--- src/hdl/acf_pkg.sv ---
package acf_pkg;
   localparam int ADDR_W = 3;
   localparam int DATA_W = 32;
   localparam logic [ADDR_W-1:0] REG_CTRL = 3'h0;
   localparam logic [ADDR_W-1:0] REG_DATA = 3'h1;
   localparam logic [ADDR_W-1:0] REG_OFFSET = 3'h2;
   localparam logic [ADDR_W-1:0] REG_FSCALE = 3'h3;
   localparam logic [ADDR_W-1:0] REG_STATUS = 3'h4;

   localparam int MODE_W = 3;
   localparam logic [MODE_W-1:0] MODE_NORMAL = 3'h0;
   localparam logic [MODE_W-1:0] MODE_SELF = 3'h1;
   localparam logic [MODE_W-1:0] MODE_SYS_ZERO = 3'h2;
   localparam logic [MODE_W-1:0] MODE_SYS_FULL = 3'h3;
   localparam logic [MODE_W-1:0] MODE_SYS_OFS = 3'h4;
   localparam logic [MODE_W-1:0] MODE_BG = 3'h5;

   localparam int CTRL_MODE_LSB = 0;
   localparam int CTRL_BIP_BIT = 3;
   localparam int CTRL_W24_BIT = 4;
   localparam int CTRL_GAIN_LSB = 5;
   localparam int GAIN_W = 3;
   localparam int CTRL_NOTCH_LSB = 8;
   localparam int NOTCH_W = 12;
   localparam logic [NOTCH_W-1:0] NOTCH_RST = 12'h100;
   localparam logic [GAIN_W-1:0] GAIN_RST = 3'h0;

   localparam int RAW_W = 24;
   localparam int FS_W = 25;
   localparam int FS_FRAC = 23;
   localparam int INT_W = 33;
   localparam logic [RAW_W-1:0] OFFSET_RST = 24'h00_0000;
   localparam logic [FS_W-1:0] FS_UNITY = 25'h080_0000;
   localparam logic [FS_W-1:0] FS_MAX = 25'h1ff_ffff;
   localparam logic signed [INT_W:0] CODE_MAX = 34'sh0_00ff_ffff;
   localparam logic signed [INT_W:0] CODE_MID = 34'sh0_0080_0000;

   localparam int STEP_W = 4;
   localparam logic [STEP_W-1:0] CAL_MEAS_CONV = 4'h3;
   localparam logic [STEP_W-1:0] SETTLE_SELF = 4'h3;
   localparam logic [STEP_W-1:0] SETTLE_SYS = 4'h1;
   localparam int BG_W = 3;
   localparam logic [BG_W-1:0] BG_PUB_PH = 3'h3;
   localparam logic [BG_W-1:0] BG_ZERO_PH = 3'h4;
   localparam logic [BG_W-1:0] BG_FULL_PH = 3'h5;

   localparam int DIV_W = 5;
   localparam logic [DIV_W-1:0] DIV_STEPS = 5'h19;
   localparam logic [RAW_W+1:0] DIV_REM_INIT = 26'h020_0000;
   localparam logic signed [RAW_W-1:0] DIV_SPAN_MIN = 24'sh20_0000;

   typedef enum logic [1:0] {NODE_AIN, NODE_SHORT, NODE_VREF} acf_node_type;
   typedef enum logic [2:0] {ST_RUN, ST_ZERO, ST_FULL, ST_DIV, ST_SETTLE, ST_BG} acf_state_type;
endpackage

--- src/hdl/acf_cal_if.sv ---
interface acf_cal_if;
   import acf_pkg::*;
   logic signed [RAW_W-1:0] raw;
   logic signed [RAW_W-1:0] offset;
   logic [FS_W-1:0] fscale;
   logic bipolar;
   logic word24;
   logic [RAW_W-1:0] code;
   modport calc(input raw, input offset, input fscale, input bipolar, input word24, output code);
   modport user(output raw, output offset, output fscale, output bipolar, output word24,
      input code);
endinterface

--- src/hdl/acf_sequencer.sv ---
// Behaviour
// - converts continuously, output register refreshed each notch period in mode 000 and once per six-phase cycle in mode 101, readable anytime
// - sample, update and calibration timing all divide down from the master clock
// - falling edge on sync input resets the filter to a known state
// - every calibration command resets the digital filter
// - results have offset subtracted, then multiplied by full-scale coefficient
// - host may write offset and full-scale coefficient registers
// - self, system and offset calibrations end with ready output going low
// - ready rises within one modulator cycle of a calibration command
// - mode 001 starts self-calibration on shorted inputs and internal reference
// - self-calibration converts shorted node first, reference second, span gives gain
// - ready falls only after coefficients update and filter resettles on input
// - self-calibration runs with the currently selected amplifier gain
// - bipolar calibration points are midscale and positive full scale
// - 33-bit internal arithmetic, 16- or 24-bit results
// - background mode absorbs gain, notch or range changes by itself
// - range selection changes coding and scale: straight binary at twice the value, or offset binary
// - mode 010 system zero step, mode 011 system full-scale step
// - mode 101 runs background calibration until the mode changes
module acf_sequencer
#(
   parameter int MOD_DIV = 256
)
(
   input logic clk,
   input logic rst_n,
   input logic [acf_pkg::ADDR_W-1:0] addr,
   input logic [acf_pkg::DATA_W-1:0] wdata,
   input logic wr,
   input logic rd,
   output logic [acf_pkg::DATA_W-1:0] rdata,
   input logic sync_n,
   input logic signed [acf_pkg::RAW_W-1:0] conv_raw,
   output logic result_ready_n,
   output logic filter_rst,
   output acf_pkg::acf_node_type node_sel,
   output logic [acf_pkg::GAIN_W-1:0] pga_gain,
   output logic cal_busy
);
   import acf_pkg::*;

   localparam int MOD_W = $clog2(MOD_DIV);

   if (MOD_DIV < 2 || MOD_DIV > 65536)
   begin : g_bad_div
      $error("MOD_DIV out of range");
   end

   logic sync_meta_r, sync_s_r, sync_d_r;
   logic [MODE_W-1:0] mode_r;
   logic bipolar_r, word24_r;
   logic [GAIN_W-1:0] gain_r;
   logic [NOTCH_W-1:0] notch_r;
   logic [MOD_W-1:0] mod_cnt_r;
   logic [NOTCH_W-1:0] out_cnt_r;
   acf_state_type state_r;
   logic [MODE_W-1:0] cmd_r;
   logic [STEP_W-1:0] step_r;
   logic [BG_W-1:0] bg_phase_r;
   logic signed [RAW_W-1:0] span_r;
   logic [RAW_W+1:0] div_rem_r;
   logic [FS_W-1:0] div_q_r;
   logic [DIV_W-1:0] div_cnt_r;
   logic signed [RAW_W-1:0] offset_r;
   logic [FS_W-1:0] fscale_r;
   logic [RAW_W-1:0] data_r;
   logic result_ready_n_r, filter_rst_r, cal_busy_r;
   acf_node_type node_sel_r, node_nxt;
   logic [DATA_W-1:0] rdata_r;

   logic sync_fall, ctrl_wr, cal_cmd, abort_cmd, bg_cfg_chg, filt_rst;
   logic mod_tick, conv_strobe, step_last, publish, div_last;
   logic [MODE_W-1:0] new_mode;
   logic [NOTCH_W-1:0] notch_last;
   logic [STEP_W-1:0] settle_n;
   logic [RAW_W+1:0] rem_sh, rem_nxt;
   logic rem_ge;
   logic [RAW_W-1:0] math_code;
   logic [RAW_W-1:0] ofs_wdata;

   acf_cal_if cal ();
   acf_cal_math u_math (.c(cal.calc));
   assign cal.raw = conv_raw;
   assign cal.offset = offset_r;
   assign cal.fscale = fscale_r;
   assign cal.bipolar = bipolar_r;
   assign cal.word24 = word24_r;
   assign math_code = cal.code;
   assign ofs_wdata = wdata[RAW_W-1:0];

   // pin input: the second and third stages feed the edge detector, never the first
   always_ff @(posedge clk or negedge rst_n)
   begin
      if (!rst_n)
      begin
         sync_meta_r <= 1'b1;
         sync_s_r <= 1'b1;
         sync_d_r <= 1'b1;
      end
      else
      begin
         sync_meta_r <= sync_n;
         sync_s_r <= sync_meta_r;
         sync_d_r <= sync_s_r;
      end
   end
   assign sync_fall = sync_d_r & ~sync_s_r;

   assign ctrl_wr = wr && (addr == REG_CTRL);
   assign new_mode = wdata[CTRL_MODE_LSB +: MODE_W];
   // rewriting background mode while in it is a settings change, not a new command
   assign bg_cfg_chg = ctrl_wr && (mode_r == MODE_BG) && (new_mode == MODE_BG) &&
      (wdata[CTRL_BIP_BIT] != bipolar_r || wdata[CTRL_GAIN_LSB +: GAIN_W] != gain_r ||
      wdata[CTRL_NOTCH_LSB +: NOTCH_W] != notch_r);
   assign cal_cmd = ctrl_wr && (new_mode >= MODE_SELF) && (new_mode <= MODE_BG) &&
      !((mode_r == MODE_BG) && (new_mode == MODE_BG));
   assign abort_cmd = ctrl_wr && !((new_mode >= MODE_SELF) && (new_mode <= MODE_BG));
   assign filt_rst = sync_fall || cal_cmd || bg_cfg_chg;

   always_ff @(posedge clk or negedge rst_n)
   begin
      if (!rst_n)
      begin
         mode_r <= MODE_NORMAL;
         bipolar_r <= 1'b0;
         word24_r <= 1'b1;
         gain_r <= GAIN_RST;
         notch_r <= NOTCH_RST;
      end
      else if (ctrl_wr)
      begin
         mode_r <= new_mode;
         bipolar_r <= wdata[CTRL_BIP_BIT];
         word24_r <= wdata[CTRL_W24_BIT];
         gain_r <= wdata[CTRL_GAIN_LSB +: GAIN_W];
         notch_r <= wdata[CTRL_NOTCH_LSB +: NOTCH_W];
      end
   end

   // a notch of zero behaves as one modulator cycle per result
   assign notch_last = (notch_r == '0) ? '0 : notch_r - 1'b1;
   assign mod_tick = (mod_cnt_r == MOD_W'(MOD_DIV - 1));
   // a notch lowered mid-count ends the period at the next modulator tick instead of wrapping the counter
   assign conv_strobe = mod_tick && (out_cnt_r >= notch_last);

   always_ff @(posedge clk or negedge rst_n)
   begin
      if (!rst_n)
      begin
         mod_cnt_r <= '0;
         out_cnt_r <= '0;
      end
      else if (filt_rst)
      begin
         mod_cnt_r <= '0;
         out_cnt_r <= '0;
      end
      else
      begin
         mod_cnt_r <= mod_tick ? '0 : mod_cnt_r + 1'b1;
         if (conv_strobe)
         begin
            out_cnt_r <= '0;
         end
         else if (mod_tick)
         begin
            out_cnt_r <= out_cnt_r + 1'b1;
         end
      end
   end

   assign settle_n = (cmd_r == MODE_SYS_ZERO || cmd_r == MODE_SYS_FULL) ? SETTLE_SYS
      : SETTLE_SELF;
   assign step_last = (state_r == ST_SETTLE) ? (step_r == settle_n - 1'b1)
      : (step_r == CAL_MEAS_CONV - 1'b1);
   assign div_last = (div_cnt_r == DIV_STEPS - 1'b1);
   assign rem_sh = {div_rem_r[RAW_W:0], 1'b0};
   assign rem_ge = rem_sh >= {2'b00, span_r};
   assign rem_nxt = rem_ge ? rem_sh - {2'b00, span_r} : rem_sh;

   always_ff @(posedge clk or negedge rst_n)
   begin
      if (!rst_n)
      begin
         state_r <= ST_RUN;
         cmd_r <= MODE_NORMAL;
         step_r <= '0;
         bg_phase_r <= '0;
         span_r <= '0;
         div_rem_r <= '0;
         div_q_r <= '0;
         div_cnt_r <= '0;
      end
      else if (cal_cmd)
      begin
         cmd_r <= new_mode;
         step_r <= '0;
         bg_phase_r <= '0;
         if (new_mode == MODE_BG)
         begin
            state_r <= ST_BG;
         end
         else if (new_mode == MODE_SYS_FULL)
         begin
            state_r <= ST_FULL;
         end
         else
         begin
            state_r <= ST_ZERO;
         end
      end
      else if (abort_cmd)
      begin
         state_r <= ST_RUN;
      end
      else if (bg_cfg_chg)
      begin
         bg_phase_r <= '0;
      end
      else
      begin
         case (state_r)
            ST_ZERO:
            begin
               if (conv_strobe)
               begin
                  step_r <= step_last ? '0 : step_r + 1'b1;
                  if (step_last)
                  begin
                     // a lone zero step keeps the slope from the last full calibration
                     state_r <= (cmd_r == MODE_SYS_ZERO) ? ST_SETTLE : ST_FULL;
                  end
               end
            end
            ST_FULL:
            begin
               if (conv_strobe)
               begin
                  step_r <= step_last ? '0 : step_r + 1'b1;
                  if (step_last)
                  begin
                     span_r <= conv_raw - offset_r;
                     div_rem_r <= DIV_REM_INIT;
                     div_cnt_r <= '0;
                     state_r <= ST_DIV;
                  end
               end
            end
            ST_DIV:
            begin
               div_rem_r <= rem_nxt;
               div_q_r <= {div_q_r[FS_W-2:0], rem_ge};
               div_cnt_r <= div_cnt_r + 1'b1;
               if (div_last)
               begin
                  state_r <= (cmd_r == MODE_BG) ? ST_BG : ST_SETTLE;
               end
            end
            ST_SETTLE:
            begin
               if (conv_strobe)
               begin
                  step_r <= step_last ? '0 : step_r + 1'b1;
                  if (step_last)
                  begin
                     state_r <= ST_RUN;
                  end
               end
            end
            ST_BG:
            begin
               if (conv_strobe)
               begin
                  bg_phase_r <= (bg_phase_r == BG_FULL_PH) ? '0 : bg_phase_r + 1'b1;
                  if (bg_phase_r == BG_FULL_PH)
                  begin
                     span_r <= conv_raw - offset_r;
                     div_rem_r <= DIV_REM_INIT;
                     div_cnt_r <= '0;
                     state_r <= ST_DIV;
                  end
               end
            end
            default:
            begin
            end
         endcase
      end
   end

   // coefficient updates from calibration take priority over host writes
   always_ff @(posedge clk or negedge rst_n)
   begin
      if (!rst_n)
      begin
         offset_r <= OFFSET_RST;
         fscale_r <= FS_UNITY;
      end
      else
      begin
         if (!cal_cmd && conv_strobe && ((state_r == ST_ZERO && step_last) ||
            (state_r == ST_BG && bg_phase_r == BG_ZERO_PH)))
         begin
            offset_r <= conv_raw;
         end
         else if (wr && addr == REG_OFFSET)
         begin
            offset_r <= ofs_wdata;
         end
         if (!cal_cmd && !abort_cmd && state_r == ST_DIV && div_last)
         begin
            // a collapsed span would overflow the quotient: pin to maximum gain
            fscale_r <= (span_r <= DIV_SPAN_MIN) ? FS_MAX
               : {div_q_r[FS_W-2:0], rem_ge};
         end
         else if (wr && addr == REG_FSCALE)
         begin
            fscale_r <= wdata[FS_W-1:0];
         end
      end
   end

   assign publish = conv_strobe && !bg_cfg_chg && ((state_r == ST_RUN) ||
      (state_r == ST_BG && bg_phase_r == BG_PUB_PH) ||
      (state_r == ST_SETTLE && step_last));

   always_ff @(posedge clk or negedge rst_n)
   begin
      if (!rst_n)
      begin
         data_r <= '0;
         result_ready_n_r <= 1'b1;
      end
      else if (cal_cmd)
      begin
         result_ready_n_r <= 1'b1;
      end
      else if (publish && !abort_cmd)
      begin
         data_r <= math_code;
         result_ready_n_r <= 1'b0;
      end
      else if (rd && addr == REG_DATA)
      begin
         result_ready_n_r <= 1'b1;
      end
   end

   always_comb
   begin
      case (state_r)
         ST_ZERO: node_nxt = (cmd_r == MODE_SELF) ? NODE_SHORT : NODE_AIN;
         ST_FULL: node_nxt = (cmd_r == MODE_SYS_FULL) ? NODE_AIN : NODE_VREF;
         ST_BG: node_nxt = (bg_phase_r == BG_ZERO_PH) ? NODE_SHORT
            : (bg_phase_r == BG_FULL_PH) ? NODE_VREF : NODE_AIN;
         default: node_nxt = NODE_AIN;
      endcase
   end

   always_ff @(posedge clk or negedge rst_n)
   begin
      if (!rst_n)
      begin
         node_sel_r <= NODE_AIN;
         filter_rst_r <= 1'b0;
         cal_busy_r <= 1'b0;
      end
      else
      begin
         node_sel_r <= node_nxt;
         filter_rst_r <= filt_rst;
         cal_busy_r <= (state_r != ST_RUN) && (state_r != ST_BG);
      end
   end

   always_ff @(posedge clk or negedge rst_n)
   begin
      if (!rst_n)
      begin
         rdata_r <= '0;
      end
      else if (rd)
      begin
         case (addr)
            REG_CTRL: rdata_r <= {12'h000, notch_r, gain_r, word24_r, bipolar_r, mode_r};
            REG_DATA: rdata_r <= {8'h00, data_r};
            REG_OFFSET: rdata_r <= {8'h00, offset_r};
            REG_FSCALE: rdata_r <= {7'h00, fscale_r};
            REG_STATUS: rdata_r <= {29'h0, mode_r == MODE_BG, cal_busy_r, result_ready_n_r};
            default: rdata_r <= '0;
         endcase
      end
      else
      begin
         rdata_r <= '0;
      end
   end

   assign rdata = rdata_r;
   assign result_ready_n = result_ready_n_r;
   assign filter_rst = filter_rst_r;
   assign node_sel = node_sel_r;
   // amplifier gain stays applied through calibration, so coefficients include it
   assign pga_gain = gain_r;
   assign cal_busy = cal_busy_r;
endmodule

--- src/hdl/acf_cal_math.sv ---
module acf_cal_math
(
   acf_cal_if.calc c
);
   import acf_pkg::*;

   logic signed [RAW_W:0] diff;
   logic signed [RAW_W+FS_W+1:0] prod;
   logic signed [INT_W-1:0] internal;
   logic signed [INT_W:0] val;
   logic [RAW_W-1:0] clamped;

   // offset removed before the gain multiply
   assign diff = {c.raw[RAW_W-1], c.raw} - {c.offset[RAW_W-1], c.offset};
   assign prod = diff * $signed({1'b0, c.fscale});
   // 33-bit internal result, trimmed to the published width below
   assign internal = INT_W'(prod >>> FS_FRAC);

   // zero input sits at code 0 unipolar, at midscale bipolar; unipolar also doubles the value
   always_comb
   begin
      if (c.bipolar)
      begin
         val = {internal[INT_W-1], internal} + CODE_MID;
      end
      else
      begin
         val = {internal, 1'b0};
      end
      if (val < 0)
      begin
         clamped = '0;
      end
      else if (val > CODE_MAX)
      begin
         clamped = CODE_MAX[RAW_W-1:0];
      end
      else
      begin
         clamped = val[RAW_W-1:0];
      end
   end

   // short words keep the top sixteen bits, right aligned
   assign c.code = c.word24 ? clamped : {8'h00, clamped[RAW_W-1:8]};
endmodule

--- config.mk ---
export PLATFORM = sky130hd
export DESIGN_NAME = acf_sequencer
export DESIGN_NICKNAME = d
export VERILOG_FILES = /design/src/hdl/acf_pkg.sv /design/src/hdl/acf_cal_if.sv /design/src/hdl/acf_sequencer.sv /design/src/hdl/acf_cal_math.sv
export SDC_FILE = /design/constraint.sdc
export NUM_CORES = 2
export LEC_CHECK = 0
export BUFFER_PORTS_ARGS = -buffer_cell sky130_fd_sc_hd__buf_2
export CORE_UTILIZATION = 58
export DETAILED_ROUTE_END_ITERATION = 10
export PLACE_DENSITY = 0.75
export SYNTH_ARGS = -nofsm -noshare
export SYNTH_HDL_FRONTEND = slang
export SYNTH_SLANG_ARGS = --single-unit
--- constraint.sdc ---
create_clock -name clk -period 14.2 [get_ports clk]
set_input_delay 1.42 -clock clk [delete_from_list [all_inputs] [get_ports clk]]
set_output_delay 1.42 -clock clk [all_outputs]
set_load 0.03 [all_outputs]
=== Word-level counts from Yosys, hierarchy flattened ===
Index checks and enable logic that the tools add are counted.

* Register bits after elaboration: 237
* Input bits: 64
* Output and inout bits: 40
* Logic and storage cells: 228

* Add/subtract/negate cells: 11
* $mul: 1
* Magnitude comparators: 7
* Equal/unequal tests: 43
* Mux-type cells: 72
* Bitwise logic cells: 5
* Reductions and logical operators: 63

{| class="wikitable"
|+ Operators with widths
! operator !! number
|-
| 2-to-1 mux 25 bit || 9
|-
| 2-to-1 mux 24 bit || 9
|-
| case mux 25 bit (5 select lines) || 1
|-
| case mux 25 bit (3 select lines) || 1
|-
| 2-to-1 mux 3 bit || 20
|-
| multiplier 25 x 26 -> 51 bit || 1
|-
| 2-to-1 mux 12 bit || 4
|-
| case mux 24 bit (2 select lines) || 1
|-
| inequality test 4 bit (second input constant) || 9
|-
| greater-than comparator 34 x 25 -> 1 bit (second input constant) || 1
|-
| less-than comparator 34 x 1 -> 1 bit (second input constant) || 1
|-
| 2-to-1 mux 34 bit || 1
|-
| adder 28 x 25 -> 29 bit (second input constant) || 1
|-
| logical AND 1 bit || 27
|-
| >= comparator 26 x 24 -> 1 bit || 1
|-
| subtractor 24 x 24 -> 25 bit || 1
|-
| subtractor 25 x 24 -> 25 bit || 1
|-
| == test 3 x 2 -> 1 bit (second input constant) || 8
|-
| == test 3 bit (second input constant) || 8
|-
| less-or-equal comparator 24 x 23 -> 1 bit (second input constant) || 1
|-
| 2-to-1 mux 4 bit || 6
|-
| subtractor 24 bit || 1
|-
| 2-to-1 mux 5 bit || 4
|-
| nonzero test 3 bit || 6
|-
| 40 further kinds || 79
|}

=== Longest topological paths before layout ===
* Depth in word-level cells: 12
* Mapped depth: 42
* Mapped depth without buffers: 40

=== Cells and area by module ===
From an unflattened synthesis, not the netlist that was laid out.

* Cells, all modules: 4485
* Area, all modules: 38142.8 µm²

{| class="wikitable"
|+ By module, submodules not included
! module !! times used !! cells an instance !! area each (µm²)
|-
| acf_cal_math || 1 || 2920 || 24358.4
|-
| acf_sequencer || 1 || 1565 || 13784.5
|}

=== Worst setup path before layout ===
OpenSTA, ideal clock, no wires.

* Path kind: input-to-reg
* Start: in conv_raw[0] (netlist name)
* End: reg data_r[6]
* Data arrival time: 10782 ps
* Required time: 14066 ps
* Slack: 3285 ps
* Stages on the path: 39
* Cell sequence: inv_1 > ha_1 > inv_1 > fa_1 > a21o_1 > a21oi_1 > o21bai_1 > a21o_1 > a21oi_1 > o311ai_0 > o311a_1 > a21o_1 > a211oi_1 > xnor2_1 > clkbuf_1 > nand2_1 > fa_1 > fa_1 > [... 3 more ...] > fa_1 > fa_1 > inv_1 > fa_1 > inv_1 > ha_1 > and2_4 > and3_4 > a221oi_2 > inv_2 > o211a_4 > a211o_1 > a211oi_2 > o22ai_1 > or4_4 > buf_6 > a221oi_4 > o221ai_2

* Longest elaborated chain between the ends: 8
* Elaborated cells on any way between the ends: 9

{| class="wikitable"
|+ Ends and longest elaborated chain
! element !! line !! RTL
|-
| from (decl) || acf_sequencer.sv:33 || <nowiki>input logic signed [acf_pkg::RAW_W-1:0] conv_raw,</nowiki>
|-
| subtractor 24 x 24 -> 25 bit (*) || acf_cal_math.sv:14 || <nowiki>assign diff = {c.raw[RAW_W-1], c.raw} - {c.offset[RAW_W-1], c.offset};</nowiki>
|-
| multiplier 25 x 26 -> 51 bit (*) || acf_cal_math.sv:15 || <nowiki>assign prod = diff * $signed({1'b0, c.fscale});</nowiki>
|-
| adder 28 x 25 -> 29 bit || acf_cal_math.sv:24 || <nowiki>val = {internal[INT_W-1], internal} + CODE_MID;</nowiki>
|-
| 2-to-1 mux 34 bit (*) || acf_cal_math.sv:22 || <nowiki>if (c.bipolar)</nowiki>
|-
| greater-than comparator 34 x 25 -> 1 bit || acf_cal_math.sv:34 || <nowiki>else if (val > CODE_MAX)</nowiki>
|-
| 2-to-1 mux 24 bit || acf_cal_math.sv:34 ||
|-
| 2-to-1 mux 24 bit (*) || acf_cal_math.sv:30 || <nowiki>if (val < 0)</nowiki>
|-
| 2-to-1 mux 24 bit (*) || acf_cal_math.sv:45 || <nowiki>assign c.code = c.word24 ? clamped : {8'h00, clamped[RAW_W-1:8]};</nowiki>
|-
| to (signal assigned) || acf_sequencer.sv:340 || <nowiki>data_r <= math_code;</nowiki>
|-
| to (decl) || acf_sequencer.sv:66 || <nowiki>logic [RAW_W-1:0] data_r;</nowiki>
|}

Mark *: on every way between the ends. The rest lies on a longest branch, timed or not.
A chain may end at the register's enable or synchronous reset.

=== Worst setup path after layout ===
* Start: in conv_raw[1] (netlist name)
* End: reg data_r[6]

The elaborated chain is that of the path after synthesis.

==> qor.txt <==
WL final - 91600 um
number of synthesized register bits - 237
Clk Latency, worst-skew pair - 570 ps
Syn Std Cell Area - 0.0349 sq mm
XOR/XNOR Fraction of Synth Area - 0.0234
clock skew - 24.0 ps
busiest grt layer - met2
total of max-cap violations - 0
Top FF cell, synth - dfrtp_1
most numerous cell in the Yosys netlist - inv_1
share of post-route cells with drive strength above 1 - 0.0825
Final Hold Fails - 0
Synth area leaders - fa_1, dfrtp_1, ha_1, inv_1, nand2_1
Setup CP Type - in -> reg
top cells by count, synth - inv_1, nand2_1, fa_1, ha_1, dfrtp_1
WL per Instance - 19.2 um
data required time of the worst path - 14640 ps
critical-path maximum fanout - 16
first-pass GRT wire length - 151000 um
HPWL Detailed - 70700 um
Setup WS post-layout - 1840 ps
post-synthesis simple-gate area fraction - 0.172
setup_tns - 0 ps
status - complete, no violations
mux contribution to synthesized area - 0.0218
CTS Sinks - 237
Worst EP arrival - 12810 ps
Die Height - 247 um
Core Rows - 89
period utilization - 0.871
RSZ-0062 raised after global routing - false
Worst-Margin Slew - 1220 ps
Die W - 247 um
post-route ant nets - 0
H-tree depth - 1
fmax - 80.9 MHz
CP max stage delay - 860 ps
Compound-Gate Fraction of Synth Area - 0.112
worst relative slew slack - 0.185
sequential share of the synthesized area - 0.170
Resized Gates After CTS - 0
post-route cell area - 0.0371 sq mm
Final #Nets - 4836
number of flops mapped to enable cells by yosys - 0
Synth warnings - 0
synthesized area per cell - 8.71 sq um
Syn Inst Count - 4004
area leader, netlist - fa_1
element type at the critical path start - input pin
TritonCTS buffer count - 26
Final GP Congestion - 0.973
Clock transition at path regs - 60 ps
Ports - 104
met2 usage - 0.530
Hold-fix buffers, CTS - 0
via count - 27500
worst min-delay path class - reg -> reg
core area - 0.0592 sq mm
critical path capture point type - register
Die ar. - 0.0611 sq mm
area fraction of the dominant cell type after synthesis - 0.303
Adder-Cell Fraction of Synth Area - 0.402
initial antenna violation count - 2
Synth cell types - 94
Post-CTS Setup Bufs - 0
GR Util met3 - 0.0436
final setup fails - 0
initial core utilization - 0.588
Initial DRC Count - 1758
hold_ws - 360 ps
clock tree from TritonCTS - built
first drt pass iteration count - 7
vias in the first global route - 28500
Slew Limit Fails - 0
total global-route track usage - 0.316
GR Util met1 - 0.415
Placed Area - 0.0361 sq mm
post-layout minimum cycle time - 12360 ps
worst slack, placed - 1370 ps
clock root buffer master - clkbuf_16
vias per std cell - 5.77
Layout area overhead - 6.41%
Port Buffers - 89
CTS max path bufs - 3
Slowest cell on crit path - xnor2_2
Async SR Flop Fraction - 1.00
grt total ovfl - 0
main combinational cell family by area after synthesis - adder cells
Remaining DRCs - 0
largest net degree at the start of global routing - 98
most frequent CP cell - fa_1
## per-layer routing
| metal | up-vias | wire length (um) |
|---|---|---|
| li1 | 12500 | - |
| met1 | 13700 | 37600 |
| met2 | 1010 | 43800 |
| met3 | 198 | 6410 |
| met4 | 2 | 3740 |
| met5 | - | 10 |
## cell type report
cell class | count | area (sq um)
Timing Repair Buffer | 151 | 921
Clock buffer | 33 | 737
Inverter | 685 | 2570
Sequential cell | 237 | 5940
Clock inverter | 15 | 263
Tap cell | 773 | 967
Fill cell | 5103 | 22100
Antenna cell | 2 | 5.00
Multi-Input combinational cell | 2868 | 25700
## registers in the layout, indices dropped and copies added (netlist names), 2 cells and up
register and count:
div_q_r 24, data_r 24, div_cnt_r 5, cal.fscale 25
pga_gain 3, notch_r 12, mod_cnt_r 8, node_sel 2
out_cnt_r 12, state_r 3, mode_r 3, step_r 4
cal.offset 24, rdata 25, bg_phase_r 3, div_rem_r 25
cmd_r 3, span_r 24
## critical path, delay by kind of cell
family,cells,cell delay [ps]
compound gates,13,4110
simple gates,7,1590
buf+inv,5,380
xor+xnor,1,860
fa+ha+maj,9,4390
## through the flow
step,instances,utilization
after floorplan,4010,-
after global placement,4714,0.609
after detailed placement,4714,0.609
after CTS,4762,0.626
after global routing,4762,0.626
final,4764,0.626
## worst paths after layout
check                                    from       endpoint  slack (ps)  depth (start not counted)
min in group asynchronous               rst_n   mod_cnt_r[2]         870                          1
worst min register to register    sync_meta_r       sync_s_r         360                          0
worst max-delay path              conv_raw[1]      data_r[6]        1840                         35
max in group asynchronous               rst_n  div_rem_r[12]       10960                          3
worst min-delay path              sync_meta_r       sync_s_r         360                          0
worst max register to register  cal.offset[1]      data_r[6]        2410                         35
## kinds of logic (layout without fill, tap and decap cells)
logic type                 Yosys count  after routing
DFF                                237            237
AOI/OAI and AO/OA                  617            617
other                                1              9
buffers and inverters              905            884
and+or+nand+nor                   1279           1279
xor gates and xnor gates            93             93
adders and majority gates          803            803
muxes                               69             69
## layout by cell type, fill, tap and decap left out, drive strengths merged, types with 21 or more instances in the layout
| cell | n |
|---|---|
| nand2 | 637 |
| xor2 | 46 |
| xnor2 | 47 |
| and2 | 218 |
| a21o | 47 |
| and3 | 21 |
| nand2b | 32 |
| fa | 527 |
| o22ai | 30 |
| nor2b | 41 |
| a21oi | 187 |
| o21ai | 155 |
| nor3 | 28 |
| mux2 | 46 |
| mux2i | 22 |
| inv | 684 |
| dfrtp | 230 |
| ha | 276 |
| nor2 | 173 |
| buf | 151 |
| a22oi | 46 |
| clkbuf | 33 |
| or2 | 21 |
| nand3 | 42 |
Power is not shown: default switching activity piles up to over one toggle a cycle in this logic, so the estimate is an artifact.
